[config.mk]
export PLATFORM = sky130hd
export DESIGN_NAME = mio_ports
export DESIGN_NICKNAME = d
export VERILOG_FILES = /design/src/mio_pkg.sv /design/src/mio_axil_slave.sv /design/src/mio_div2.sv /design/src/mio_ports.sv
export VERILOG_INCLUDE_DIRS = /design/src
export SDC_FILE = /design/constraint.sdc
export NUM_CORES = 1
export LEC_CHECK = 0
export BUFFER_PORTS_ARGS = -buffer_cell sky130_fd_sc_hd__clkbuf_2
export CAP_MARGIN = 20
export CORE_MARGIN = 2
export CORE_UTILIZATION = 45
export CTS_BUF_LIST = sky130_fd_sc_hd__clkbuf_8 sky130_fd_sc_hd__clkbuf_16
export CTS_CLUSTER_DIAMETER = 200
export CTS_CLUSTER_SIZE = 10
export DETAILED_ROUTE_END_ITERATION = 12
export PLACE_DENSITY = 0.83
export SKIP_LAST_GASP = 1
export SYNTH_ARGS = -nofsm -noshare
export SYNTH_HDL_FRONTEND = slang
export SYNTH_SLANG_ARGS = --single-unit
export TNS_END_PERCENT = 20
[constraint.sdc]
create_clock -name aclk -period 4.2 [get_ports aclk]
set_input_delay 0.84 -clock aclk [delete_from_list [all_inputs] [get_ports aclk]]
set_output_delay 0.84 -clock aclk [all_outputs]
set_load 0.1 [all_outputs]
[src/mio_ports_cfg.svh]
// Register offsets, field positions and reset values of the port block.
`ifndef MIO_PORTS_CFG_SVH
`define MIO_PORTS_CFG_SVH

`define MIO_OFS_BIT_OUT   8'h00
`define MIO_OFS_BIT_IN    8'h04
`define MIO_OFS_BIT_TEST  8'h08
`define MIO_OFS_NIB_OUT   8'h0c
`define MIO_OFS_NIB_IN    8'h10
`define MIO_OFS_CMOS      8'h14
`define MIO_OFS_PULL_WAKE 8'h18
`define MIO_OFS_ALT       8'h1c
`define MIO_OFS_IRQ_STAT  8'h20
`define MIO_OFS_IRQ_CLR   8'h24
`define MIO_OFS_IRQ_EN    8'h28

`define MIO_RST_BIT_OUT   8'hff
`define MIO_RST_NIB_OUT   16'hffff
`define MIO_RST_CMOS      4'h0
`define MIO_RST_DIR       4'h0
`define MIO_RST_PULL      4'h0
`define MIO_RST_WAKE      4'h0
`define MIO_RST_ALT       2'h0
`define MIO_RST_IRQ       3'h0

`define MIO_NIB_P0_LSB    0
`define MIO_NIB_P1_LSB    4
`define MIO_NIB_P3_LSB    8
`define MIO_NIB_AN_LSB    12
`define MIO_IN_P2_LSB     16
`define MIO_IN_CMOS_LSB   20
`define MIO_CMOS_DIR_LSB  4
`define MIO_WAKE_LSB      4
`define MIO_TEST_SEL_LSB  4

`define MIO_ALT_T1        0
`define MIO_ALT_T2        1
`define MIO_IRQ_EXT0      0
`define MIO_IRQ_EXT1      1
`define MIO_IRQ_KEY       2

`define MIO_TIMER1_BIT    6
`define MIO_TIMER2_BIT    7

`endif

[src/mio_pkg.sv]
// Shared types of the port block.
package mio_pkg;
   typedef logic [31:0] mio_word_t;
   typedef logic [7:0] mio_byte_t;
   typedef logic [3:0] mio_nib_t;
   typedef enum logic [1:0] {
      MIO_RESP_OKAY = 2'h0,
      MIO_RESP_SLVERR = 2'h2
   } mio_resp_t;
endpackage

[src/mio_axil_slave.sv]
// AXI4-Lite slave front end that turns bus transfers into register strobes.
`timescale 1ns/1ps
module mio_axil_slave import mio_pkg::*; (
   input wire logic aclk,
   input wire logic aresetn,
   input wire logic [7:0] awaddr,
   input wire logic awvalid,
   output logic awready,
   input wire logic [31:0] wdata,
   input wire logic [3:0] wstrb,
   input wire logic wvalid,
   output logic wready,
   output logic [1:0] bresp,
   output logic bvalid,
   input wire logic bready,
   input wire logic [7:0] araddr,
   input wire logic arvalid,
   output logic arready,
   output logic [31:0] rdata,
   output logic [1:0] rresp,
   output logic rvalid,
   input wire logic rready,
   output logic wr_en,
   output logic [7:0] wr_addr,
   output logic [31:0] wr_data,
   output logic [3:0] wr_strb,
   input wire logic wr_err,
   output logic [7:0] rd_addr,
   input wire logic [31:0] rd_data,
   input wire logic rd_err
);
   logic aw_held;
   logic w_held;

   // Address and data are parked separately so they may arrive in either order.
   assign awready = !aw_held;
   assign wready = !w_held;
   assign wr_en = aw_held && w_held && !bvalid;
   assign arready = !rvalid;
   assign rd_addr = araddr;

   always_ff @(posedge aclk) begin
      if (!aresetn) begin
         aw_held <= 1'b0;
         wr_addr <= 8'h00;
      end else if (wr_en) begin
         aw_held <= 1'b0;
      end else if (awvalid && awready) begin
         aw_held <= 1'b1;
         wr_addr <= awaddr;
      end
   end

   always_ff @(posedge aclk) begin
      if (!aresetn) begin
         w_held <= 1'b0;
         wr_data <= 32'h0000_0000;
         wr_strb <= 4'h0;
      end else if (wr_en) begin
         w_held <= 1'b0;
      end else if (wvalid && wready) begin
         w_held <= 1'b1;
         wr_data <= wdata;
         wr_strb <= wstrb;
      end
   end

   always_ff @(posedge aclk) begin
      if (!aresetn) begin
         bvalid <= 1'b0;
         bresp <= MIO_RESP_OKAY;
      end else if (wr_en) begin
         bvalid <= 1'b1;
         bresp <= wr_err ? MIO_RESP_SLVERR : MIO_RESP_OKAY;
      end else if (bready) begin
         bvalid <= 1'b0;
      end
   end

   always_ff @(posedge aclk) begin
      if (!aresetn) begin
         rvalid <= 1'b0;
         rdata <= 32'h0000_0000;
         rresp <= MIO_RESP_OKAY;
      end else if (arvalid && arready) begin
         rvalid <= 1'b1;
         rdata <= rd_data;
         rresp <= rd_err ? MIO_RESP_SLVERR : MIO_RESP_OKAY;
      end else if (rready) begin
         rvalid <= 1'b0;
      end
   end
endmodule

[src/mio_div2.sv]
// Divide-by-two of a timer underflow pulse train.
`timescale 1ns/1ps
module mio_div2 import mio_pkg::*; (
   input wire logic aclk,
   input wire logic aresetn,
   input wire logic tick,
   output logic half
);
   always_ff @(posedge aclk) begin
      if (!aresetn) begin
         half <= 1'b0;
      end else if (tick) begin
         half <= ~half;
      end
   end
endmodule

[src/mio_ports.sv]
// Multifunction parallel I/O ports with AXI4-Lite control and an interrupt.
`timescale 1ns/1ps
`include "mio_ports_cfg.svh"
module mio_ports import mio_pkg::*; (
   input wire logic aclk,
   input wire logic aresetn,
   input wire logic [7:0] s_axi_awaddr,
   input wire logic s_axi_awvalid,
   output logic s_axi_awready,
   input wire logic [31:0] s_axi_wdata,
   input wire logic [3:0] s_axi_wstrb,
   input wire logic s_axi_wvalid,
   output logic s_axi_wready,
   output logic [1:0] s_axi_bresp,
   output logic s_axi_bvalid,
   input wire logic s_axi_bready,
   input wire logic [7:0] s_axi_araddr,
   input wire logic s_axi_arvalid,
   output logic s_axi_arready,
   output logic [31:0] s_axi_rdata,
   output logic [1:0] s_axi_rresp,
   output logic s_axi_rvalid,
   input wire logic s_axi_rready,
   input wire logic [7:0] bitwise_io_port_in,
   output logic [7:0] bitwise_io_port_out,
   output logic [7:0] bitwise_io_port_oe_n,
   input wire logic [3:0] nibble_port_zero_in,
   output logic [3:0] nibble_port_zero_out,
   output logic [3:0] nibble_port_zero_oe_n,
   input wire logic [3:0] nibble_port_one_in,
   output logic [3:0] nibble_port_one_out,
   output logic [3:0] nibble_port_one_oe_n,
   output logic [7:0] nibble_pullup_en,
   input wire logic [2:0] input_port_two_in,
   input wire logic [3:0] nibble_port_three_in,
   output logic [3:0] nibble_port_three_out,
   output logic [3:0] nibble_port_three_oe_n,
   input wire logic [3:0] analog_shared_port_in,
   output logic [3:0] analog_shared_port_out,
   output logic [3:0] analog_shared_port_oe_n,
   input wire logic [3:0] cmos_direction_port_in,
   output logic [3:0] cmos_direction_port_out,
   output logic [3:0] cmos_direction_port_oe_n,
   input wire logic timer1_underflow,
   input wire logic timer3_underflow,
   output logic timer2_event_clk,
   output logic timer4_event_clk,
   output logic serial_clk_in,
   output logic serial_data_in,
   output logic [1:0] ext_irq_level,
   input wire logic ram_backup,
   output logic wakeup_req,
   output logic irq
);
   logic wr_en;
   logic [7:0] wr_addr;
   mio_word_t wr_data;
   logic [3:0] wr_strb;
   logic wr_err;
   logic [7:0] rd_addr;
   mio_word_t rd_data;
   logic rd_err;

   mio_byte_t bit_latch;
   logic [2:0] test_sel;
   logic [15:0] nib_latch;
   mio_nib_t cmos_latch;
   mio_nib_t port_five_direction;
   mio_nib_t pullup_enable_bits;
   mio_nib_t wakeup_enable_bits;
   logic [1:0] alt_out;
   logic [2:0] irq_status;
   logic [2:0] irq_enable;
   logic [1:0] ext_pin_q;
   logic timer1_half;
   logic timer3_half;
   logic [15:0] nib_pads;
   mio_byte_t bit_drive;
   mio_byte_t wake_pins;
   logic key_low;
   logic next_wakeup;
   logic [2:0] irq_set;
   logic [2:0] irq_clr;
   mio_word_t wr_merge;

   // Byte lanes not strobed keep the register's current contents.
   function automatic mio_word_t merge_strb(mio_word_t old, mio_word_t nw, logic [3:0] strb);
      mio_word_t r;
      r = old;
      for (int i = 0; i < 4; i++) begin
         if (strb[i]) begin
            r[8*i +: 8] = nw[8*i +: 8];
         end
      end
      return r;
   endfunction

   function automatic mio_byte_t pair_expand(mio_nib_t en);
      mio_byte_t r;
      r = 8'h00;
      for (int i = 0; i < 4; i++) begin
         r[2*i] = en[i];
         r[2*i+1] = en[i];
      end
      return r;
   endfunction

   function automatic logic wr_hit(logic [7:0] ofs);
      return wr_en && (wr_addr == ofs);
   endfunction

   mio_axil_slave u_bus (
      .aclk(aclk),
      .aresetn(aresetn),
      .awaddr(s_axi_awaddr),
      .awvalid(s_axi_awvalid),
      .awready(s_axi_awready),
      .wdata(s_axi_wdata),
      .wstrb(s_axi_wstrb),
      .wvalid(s_axi_wvalid),
      .wready(s_axi_wready),
      .bresp(s_axi_bresp),
      .bvalid(s_axi_bvalid),
      .bready(s_axi_bready),
      .araddr(s_axi_araddr),
      .arvalid(s_axi_arvalid),
      .arready(s_axi_arready),
      .rdata(s_axi_rdata),
      .rresp(s_axi_rresp),
      .rvalid(s_axi_rvalid),
      .rready(s_axi_rready),
      .wr_en(wr_en),
      .wr_addr(wr_addr),
      .wr_data(wr_data),
      .wr_strb(wr_strb),
      .wr_err(wr_err),
      .rd_addr(rd_addr),
      .rd_data(rd_data),
      .rd_err(rd_err)
   );

   mio_div2 u_timer1_div (
      .aclk(aclk),
      .aresetn(aresetn),
      .tick(timer1_underflow),
      .half(timer1_half)
   );

   mio_div2 u_timer3_div (
      .aclk(aclk),
      .aresetn(aresetn),
      .tick(timer3_underflow),
      .half(timer3_half)
   );

   assign nib_pads = {analog_shared_port_in, nibble_port_three_in,
                      nibble_port_one_in, nibble_port_zero_in};

   // Each write sees the strobed merge of its target; offsets with storage and the interrupt-clear offset use it.
   always_comb begin
      wr_merge = 32'h0000_0000;
      unique case (wr_addr)
         `MIO_OFS_BIT_OUT: wr_merge = merge_strb({24'h00_0000, bit_latch}, wr_data, wr_strb);
         `MIO_OFS_BIT_TEST: wr_merge = merge_strb({25'h000_0000, test_sel, 4'h0},
                                                   wr_data, wr_strb);
         `MIO_OFS_NIB_OUT: wr_merge = merge_strb({16'h0000, nib_latch}, wr_data, wr_strb);
         `MIO_OFS_CMOS: wr_merge = merge_strb({24'h00_0000, port_five_direction, cmos_latch},
                                               wr_data, wr_strb);
         `MIO_OFS_PULL_WAKE: wr_merge = merge_strb({24'h00_0000, wakeup_enable_bits,
                                                    pullup_enable_bits}, wr_data, wr_strb);
         `MIO_OFS_ALT: wr_merge = merge_strb({30'h0000_0000, alt_out}, wr_data, wr_strb);
         `MIO_OFS_IRQ_EN: wr_merge = merge_strb({29'h0000_0000, irq_enable}, wr_data, wr_strb);
         default: wr_merge = merge_strb(32'h0000_0000, wr_data, wr_strb);
      endcase
   end

   always_ff @(posedge aclk) begin
      if (!aresetn) begin
         bit_latch <= `MIO_RST_BIT_OUT;
         test_sel <= 3'h0;
      end else begin
         if (wr_hit(`MIO_OFS_BIT_OUT)) begin
            bit_latch <= wr_merge[7:0];
         end
         if (wr_hit(`MIO_OFS_BIT_TEST)) begin
            test_sel <= wr_merge[`MIO_TEST_SEL_LSB +: 3];
         end
      end
   end

   always_ff @(posedge aclk) begin
      if (!aresetn) begin
         nib_latch <= `MIO_RST_NIB_OUT;
      end else if (wr_hit(`MIO_OFS_NIB_OUT)) begin
         nib_latch <= wr_merge[15:0];
      end
   end

   always_ff @(posedge aclk) begin
      if (!aresetn) begin
         cmos_latch <= `MIO_RST_CMOS;
         port_five_direction <= `MIO_RST_DIR;
      end else if (wr_hit(`MIO_OFS_CMOS)) begin
         cmos_latch <= wr_merge[3:0];
         port_five_direction <= wr_merge[`MIO_CMOS_DIR_LSB +: 4];
      end
   end

   always_ff @(posedge aclk) begin
      if (!aresetn) begin
         pullup_enable_bits <= `MIO_RST_PULL;
         wakeup_enable_bits <= `MIO_RST_WAKE;
         alt_out <= `MIO_RST_ALT;
      end else begin
         if (wr_hit(`MIO_OFS_PULL_WAKE)) begin
            pullup_enable_bits <= wr_merge[3:0];
            wakeup_enable_bits <= wr_merge[`MIO_WAKE_LSB +: 4];
         end
         if (wr_hit(`MIO_OFS_ALT)) begin
            alt_out <= wr_merge[1:0];
         end
      end
   end

   // With the timer output selected the halved underflow gates a released latch.
   always_comb begin
      bit_drive = bit_latch;
      if (alt_out[`MIO_ALT_T1]) begin
         bit_drive[`MIO_TIMER1_BIT] = bit_latch[`MIO_TIMER1_BIT] & timer1_half;
      end
      if (alt_out[`MIO_ALT_T2]) begin
         bit_drive[`MIO_TIMER2_BIT] = bit_latch[`MIO_TIMER2_BIT] & timer3_half;
      end
   end

   // Open-drain pins only ever pull low; a one in the latch lets the pad float.
   assign bitwise_io_port_out = 8'h00;
   assign bitwise_io_port_oe_n = bit_drive;
   assign nibble_port_zero_out = 4'h0;
   assign nibble_port_zero_oe_n = nib_latch[`MIO_NIB_P0_LSB +: 4];
   assign nibble_port_one_out = 4'h0;
   assign nibble_port_one_oe_n = nib_latch[`MIO_NIB_P1_LSB +: 4];
   assign nibble_port_three_out = 4'h0;
   assign nibble_port_three_oe_n = nib_latch[`MIO_NIB_P3_LSB +: 4];
   assign analog_shared_port_out = 4'h0;
   assign analog_shared_port_oe_n = nib_latch[`MIO_NIB_AN_LSB +: 4];
   assign cmos_direction_port_out = cmos_latch;
   assign cmos_direction_port_oe_n = ~port_five_direction;
   assign nibble_pullup_en = pair_expand(pullup_enable_bits);
   assign wake_pins = pair_expand(wakeup_enable_bits);

   // Alternate-function inputs are registered copies of the pads, so port reads stay live.
   always_ff @(posedge aclk) begin
      if (!aresetn) begin
         timer2_event_clk <= 1'b0;
         timer4_event_clk <= 1'b0;
         serial_clk_in <= 1'b0;
         serial_data_in <= 1'b0;
         ext_irq_level <= 2'h3;
         ext_pin_q <= 2'h3;
      end else begin
         timer2_event_clk <= bitwise_io_port_in[`MIO_TIMER1_BIT];
         timer4_event_clk <= bitwise_io_port_in[`MIO_TIMER2_BIT];
         serial_clk_in <= input_port_two_in[0];
         serial_data_in <= input_port_two_in[2];
         ext_irq_level <= nibble_port_three_in[1:0];
         ext_pin_q <= nibble_port_three_in[1:0];
      end
   end

   // A grounded pin with its wakeup left enabled holds the request high while ram_backup stays high.
   assign key_low = |(wake_pins & ~{nibble_port_one_in, nibble_port_zero_in});
   assign next_wakeup = ram_backup &&
                        (key_low || |(~nibble_port_three_in[1:0] & irq_enable[1:0]));

   always_ff @(posedge aclk) begin
      if (!aresetn) begin
         wakeup_req <= 1'b0;
      end else begin
         wakeup_req <= next_wakeup;
      end
   end

   assign irq_set[`MIO_IRQ_EXT0] = ext_pin_q[0] && !nibble_port_three_in[0];
   assign irq_set[`MIO_IRQ_EXT1] = ext_pin_q[1] && !nibble_port_three_in[1];
   assign irq_set[`MIO_IRQ_KEY] = next_wakeup && !wakeup_req;
   // A continuous assignment does not wake on signals read inside a function body.
   assign irq_clr = (wr_en && wr_addr == `MIO_OFS_IRQ_CLR) ? wr_merge[2:0] : 3'h0;

   // A new event in the clearing cycle survives: set is applied after clear.
   always_ff @(posedge aclk) begin
      if (!aresetn) begin
         irq_status <= `MIO_RST_IRQ;
         irq_enable <= `MIO_RST_IRQ;
      end else begin
         irq_status <= (irq_status & ~irq_clr) | irq_set;
         if (wr_hit(`MIO_OFS_IRQ_EN)) begin
            irq_enable <= wr_merge[2:0];
         end
      end
   end

   assign irq = |(irq_status & irq_enable);

   // Read-only and write-only registers accept the other access silently.
   always_comb begin
      rd_data = 32'h0000_0000;
      rd_err = 1'b0;
      unique case (rd_addr)
         `MIO_OFS_BIT_OUT: rd_data = {24'h00_0000, bit_latch};
         `MIO_OFS_BIT_IN: rd_data = {24'h00_0000, bitwise_io_port_in};
         `MIO_OFS_BIT_TEST: rd_data = {25'h000_0000, test_sel, 3'h0,
                                        bitwise_io_port_in[test_sel]};
         `MIO_OFS_NIB_OUT: rd_data = {16'h0000, nib_latch};
         `MIO_OFS_NIB_IN: rd_data = {8'h00, cmos_direction_port_in, 1'b0,
                                      input_port_two_in, nib_pads};
         `MIO_OFS_CMOS: rd_data = {24'h00_0000, port_five_direction, cmos_latch};
         `MIO_OFS_PULL_WAKE: rd_data = {24'h00_0000, wakeup_enable_bits, pullup_enable_bits};
         `MIO_OFS_ALT: rd_data = {30'h0000_0000, alt_out};
         `MIO_OFS_IRQ_STAT: rd_data = {29'h0000_0000, irq_status};
         `MIO_OFS_IRQ_CLR: rd_data = 32'h0000_0000;
         `MIO_OFS_IRQ_EN: rd_data = {29'h0000_0000, irq_enable};
         default: rd_err = 1'b1;
      endcase
   end

   always_comb begin
      unique case (wr_addr)
         `MIO_OFS_BIT_OUT, `MIO_OFS_BIT_IN, `MIO_OFS_BIT_TEST, `MIO_OFS_NIB_OUT,
         `MIO_OFS_NIB_IN, `MIO_OFS_CMOS, `MIO_OFS_PULL_WAKE, `MIO_OFS_ALT,
         `MIO_OFS_IRQ_STAT, `MIO_OFS_IRQ_CLR, `MIO_OFS_IRQ_EN: wr_err = 1'b0;
         default: wr_err = 1'b1;
      endcase
   end

   logic rst_seen;

   always_ff @(posedge aclk) begin
      rst_seen <= !aresetn;
   end
endmodule

Word-level counts from Yosys, hierarchy flattened
Cells that the tools add are included.
W data, S select, Z words.
{"block": "word_totals", "reg_bits": 144, "in_bits": 93, "out_inout_bits": 113, "word_cells": 127}
{"block": "op_classes", "n_lt_le_gt_ge": 1, "eq_ne": 21, "n_mux": 23, "bitwise": 15, "reduce_logical": 38}
{"operator": "$pmux W24 S10", "n": 1}
{"operator": "$pmux W16 S7", "n": 1}
{"operator": "$mux W8", "n": 10}
{"operator": "$eq A8 B5 Y1 const B", "n": 8}
{"operator": "$eq A8 B6 Y1 const B", "n": 6}
{"operator": "$eq A8 B4 Y1 const B", "n": 4}
{"operator": "$reduce_or A11 Y1", "n": 2}
{"operator": "$logic_and A1 B1 Y1", "n": 17}
{"operator": "$eq A8 B3 Y1 const B", "n": 2}
{"operator": "$logic_not A8 Y1", "n": 2}
{"operator": "$and A8 B8 Y8", "n": 1}
{"operator": "$not A8 Y8", "n": 1}
{"operator": "$reduce_or A8 Y1", "n": 1}
{"operator": "$logic_not A1 Y1", "n": 7}
{"operator": "$mux W1", "n": 7}
{"operator": "$and A3 B3 Y3", "n": 2}
{"operator": "$reduce_and A2 Y1", "n": 3}
{"operator": "$lt A3 B4 Y1 const B", "n": 1}
{"operator": "$mux W2", "n": 2}
{"operator": "$not A1 Y1", "n": 4}
{"operator": "$not A4 Y4", "n": 1}
{"operator": "$reduce_bool A2 Y1", "n": 2}
{"operator": "$reduce_or A2 Y1", "n": 2}
{"operator": "$bmux W1 S3", "n": 1}
{"operator": "9 further kinds", "n": 10}

Depth between registers and ports, before layout
{"block": "logic_depth", "word_depth": 7, "ltp_mapped": 8, "mapped_depth_nobuf": 5}

Hierarchy
From an unflattened synthesis, not the netlist that was laid out.
{"block": "hier_totals", "hier_cells": 873, "area_unflattened_um2": 7223.2}
{"module": "mio_ports", "n_inst": 1, "cells_per_inst": 504, "area_each_um2": 3993.8, "seq_area_each_um2": 1161.1}
{"module": "mio_axil_slave", "n_inst": 1, "cells_per_inst": 363, "area_each_um2": 3159.3, "seq_area_each_um2": 1641.6}
{"module": "mio_div2", "n_inst": 2, "cells_per_inst": 3, "area_each_um2": 35.0, "seq_area_each_um2": 20.0}

Worst setup path before layout
OpenSTA, ideal clock, no wires.
{"block": "synth_path", "path_type": "reg-to-output", "from": "reg bit_latch[6]", "to": "out bitwise_io_port_oe_n[6]", "t_arrival_ns": 2.543, "required_time_ns": 3.360, "path_slack_ns": 0.817, "stages_incl_launch_ff": 2, "n_path_buf": 0, "path_cell_list": "dfxtp_1 a21boi_0"}
{"block": "synth_between", "elab_chain_cells": 2}
{"item": "start: declaration", "line_no": "mio_ports.sv:64", "text": "mio_byte_t bit_latch;"}
{"item": "start signal: assignment", "line_no": "mio_ports.sv:179", "text": "bit_latch <= `MIO_RST_BIT_OUT;"}
{"item": "start signal: assignment", "line_no": "mio_ports.sv:183", "text": "bit_latch <= wr_merge[7:0];"}
{"item": "$and A1 B1 Y1", "line_no": "mio_ports.sv:229", "text": "bit_drive[`MIO_TIMER1_BIT] = bit_latch[`MIO_TIMER1_BIT] & timer1_half;"}
{"item": "$mux W1 (*)", "line_no": "mio_ports.sv:228", "text": "if (alt_out[`MIO_ALT_T1]) begin"}
{"item": "end: declaration", "line_no": "mio_ports.sv:26", "text": "output logic [7:0] bitwise_io_port_oe_n,"}
Every way passes the cells marked *; elsewhere a longest branch is shown, timed or not.

Final worst setup path
{"block": "layout_path", "from": "reg u_bus.wr_addr[2]", "to": "reg nib_latch[11]"}
{"block": "layout_between", "elab_chain_cells": 3, "word_cells_on_any_way": 11, "cone_classes": "eq/ne: 7; mux: 1; reduce/logical: 3"}
{"item": "start: declaration", "line_no": "mio_axil_slave.sv:24", "text": "output logic [7:0] wr_addr,"}
{"item": "start signal: assignment", "line_no": "mio_axil_slave.sv:50", "text": "wr_addr <= awaddr;"}
{"item": "$eq A8 B4 Y1", "line_no": "mio_ports.sv:109, mio_ports.sv:162"}
{"item": "$ne A2 B1 Y1 (no line) or $logic_and A1 B1 Y1 (tied branches)"}
{"item": "$reduce_and A2 Y1 (no line)"}
{"item": "end signal: assignment", "line_no": "mio_ports.sv:193", "text": "nib_latch <= `MIO_RST_NIB_OUT;"}
{"item": "end signal: assignment", "line_no": "mio_ports.sv:195", "text": "nib_latch <= wr_merge[15:0];"}
{"item": "end: declaration", "line_no": "mio_ports.sv:66", "text": "logic [15:0] nib_latch;"}
Parallel ways exist; a longest one is shown, timed or not.
A chain may end at the register's enable or synchronous reset.

==> results.sh <==
export IMPL_outcome="finished, final reports clean"
export IMPL_clockPowerShare_pct=46.3
export IMPL_setup_viol=0
export IMPL_synth_commonest_cells="115 x dfxtp_1, 108 x nand2_1, 53 x a21oi_1, 45 x buf_4, 40 x nor2_1"
export IMPL_clk_path_buf_depth=2
export IMPL_syn_area_mm2=0.005984
export IMPL_diodes=0
export IMPL_worstSkewPairLatency_ns=0.42
export IMPL_yosys_register_bits=115
export IMPL_route_vias_total=6036
export IMPL_grt_overflow_total=0
export IMPL_drv_slew=0
export IMPL_worstPathRequired_ns=4.46
export IMPL_cts_sinks=115
export IMPL_skew_ns=0.01850
export IMPL_numCtsBuffers=17
export IMPL_p_comb_share_pct=16.4
export IMPL_wire_per_inst_um=18.04
export IMPL_synth_area_leaders="dfxtp_1 38%, nand2_1 6.8%, buf_4 5.6%, a21oi_1 4.4%, mux2i_1 4.3%"
export IMPL_grt_pass1_vias=5370
export IMPL_synth_top_cell_by_area="dfxtp_1"
export IMPL_critPathArrivalTime_ns=2.95
export IMPL_max_freq_mhz=372.3
export IMPL_die_w_um=119.3
export IMPL_hold_viol=0
export IMPL_antenna_found_initial=0
export IMPL_p_leak_uw=0.002978
export IMPL_io_pins=206
export IMPL_setup_tns_ns=0
export IMPL_postCtsHoldBufs=0
export IMPL_criticalPathCategory="reg -> reg"
export IMPL_viasPerCell=5.809
export IMPL_timing_final_crit_share_pct=63.96
export IMPL_synthFlopType="dfxtp_1"
export IMPL_worst_slew_pin_slew_ns=0.9493
export IMPL_rows=42
export IMPL_yosysWarnings=0
export IMPL_place_area_mm2=0.006589
export IMPL_drt_first_pass_iters=5
export IMPL_gp_congestion=0.9889
export IMPL_dpl_hpwl_mm=13.57
export IMPL_grt_max_degree=64
export IMPL_power_density_mw_per_mm2=433.2
export IMPL_synth_async_sr_flop_share_pct=0
export IMPL_die_height_um=119.3
export IMPL_ant_nets=0
export IMPL_root_buffer="clkbuf_16"
export IMPL_p_int_uw=2166
export IMPL_holdCritPathClass="reg -> reg"
export IMPL_drc=0
export IMPL_p_switching_uw=947.8
export IMPL_numPortBuffers=152
export IMPL_p_seq_share_pct=37.4
export IMPL_drt_first_iter_violations=774
export IMPL_path_clk_slew_ns=0.06
export IMPL_design_area_mm2=0.007189
export IMPL_nets=943
export IMPL_fin_hold_ws_ns=0.4496
export IMPL_post_cts_buffers=0
export IMPL_placeableCoreArea_mm2=0.01314
export IMPL_drive_above_1_share_pct=24.68
export IMPL_cp_max_fo=24
export IMPL_fin_crit_ns=2.686
export IMPL_cap_viol_max_count=0
export IMPL_area_growth_syn_to_layout_pct=20.13
export IMPL_peakVddDrop_uv=272.2
export IMPL_cts_resized=0
export IMPL_switching_share_pct=30.44
export IMPL_routed_wl_mm=18.74
export IMPL_start_kind="register"
export IMPL_htreeDepth=4
export IMPL_syn_avg_cell_area_um2=8.164
export IMPL_yosysMostFrequentCell="dfxtp_1"
export IMPL_syn_inst=733
export IMPL_fp_dieArea_mm2=0.01424
export IMPL_yosysSeqAreaShare_pct=38.47
export IMPL_relSlewSlack_pct=36.71
export IMPL_synth_edf_count=0
export IMPL_cts_tree="done"
export IMPL_rsz0062_at_grt="false"
export IMPL_grt_pass1_wl_mm=28.66
export IMPL_synth_distinct_cells=70
export IMPL_end_kind="register"
export IMPL_yosysTopAreaCellShare_pct=38.47
export IMPL_initial_core_util_pct=45.55
export IMPL_grt_total_usage_pct=25.58
path summary, 6_finish.rpt:
path | start | end | slack [ns] | cells past startpoint
setup / recovery | u_bus.wr_addr[2] | nib_latch[11] | 1.51 | 5
hold / removal | u_bus.rdata[18] | u_bus.rdata[18] | 0.45 | 2
setup reg to reg | u_bus.wr_addr[2] | nib_latch[11] | 1.51 | 5
hold reg to reg | u_bus.rdata[18] | u_bus.rdata[18] | 0.45 | 2
power by group through the flow:
stage               logic, uW  clock network [uW]  registers, uW
global placement          497                   0           1180
floorplan                 400                   0           1200
global route              538                1490           1170
detailed placement        501                   0           1180
CTS                       503                1450           1160
finish                    510                1440           1160
metal layers:
| layer | vias up | track usage (%) | routed length (um) |
|---|---|---|---|
| li1 | 2813 | - | - |
| met1 | 2793 | 34.17 | 7870 |
| met2 | 381 | 39.55 | 8334 |
| met3 | 49 | 5.843 | 1905 |
| met4 | 0 | 11.25 | 631 |
| met5 | - | 0 | 0 |
state kept, by name (all words and copies together) (netlist names), 4 cells and up:
register and flops:
pullup_enable_bits 4, cmos_direction_port_out 4, u_bus.wr_data 16, port_five_direction 4, u_bus.wr_addr 8, wakeup_enable_bits 4
nib_latch 16, bit_latch 8, u_bus.rdata 23
placed cells by master, fill, tap and decap left out, drive strengths merged, types with 4 or more instances in the layout:
cell type	Yosys	routed
clkbuf	26	169
dfxtp	115	115
nand2	108	108
a21oi	53	53
nor2	42	42
conb	1	35
o21ai	35	35
nand3	34	34
mux2i	26	26
a22oi	19	19
inv	16	19
nor3	16	16
and2	15	15
a31oi	14	14
nor2b	12	12
nand4	9	9
nand2b	8	8
o22ai	7	7
buf	69	7
clkinv	0	7
and3b	5	5
a211oi	5	5
o211ai	5	5
a221oi	5	5
a32o	5	5
nor4b	5	5
or3	4	4
and3	4	4
a22o	4	4
o2bb2ai	4	4
o2111ai	4	4
nor4	4	4
or4b	4	4
stage by stage:
| stage | power (uW) | utilization [%] | setup slack, ns | std cells |
|---|---|---|---|---|
| final | 3114 | 54.72 | 1.514 | 1039 |
| after CTS | 3114 | 54.67 | 1.588 | 1038 |
| after detailed placement | 1685 | 50.15 | 1.399 | 1006 |
| after global routing | 3199 | 54.72 | 1.207 | 1039 |
| after global placement | 1680 | 50.15 | 1.494 | 1006 |
| after floorplan | 1603 | - | 0.8168 | 767 |
cell families (layout without fill, tap and decap cells):
kind of cell    after synthesis  after routing  synth area share, %
other cells                   1             35              0.06266
compound gates              190            190                21.10
flops                       115            115                38.47
simple gates                282            282                24.09
xor+xnor                      3              3               0.4391
mux                          31             31                5.666
buf+inv                     111            207                10.18
critical path, stage by stage, from the launching register on:
cell and delay [ns]:
dfxtp_1 0.88, and2_1 0.51, and4_1 0.62, nand2_1 0.30, nand2_1 0.13, nand3_1 0.08
area by class of cell:
cell class | instances | area (um^2)
Fill cell | 1222 | 5948
Multi-Input combinational cell | 541 | 3201
Sequential cell | 115 | 2302
Timing Repair Buffer | 159 | 813.3
Clock buffer | 17 | 425.4
Tap cell | 176 | 220.2
Clock inverter | 15 | 167.7
Inverter | 16 | 60.06
No activity file was read; power rests on OpenSTA's default activity.
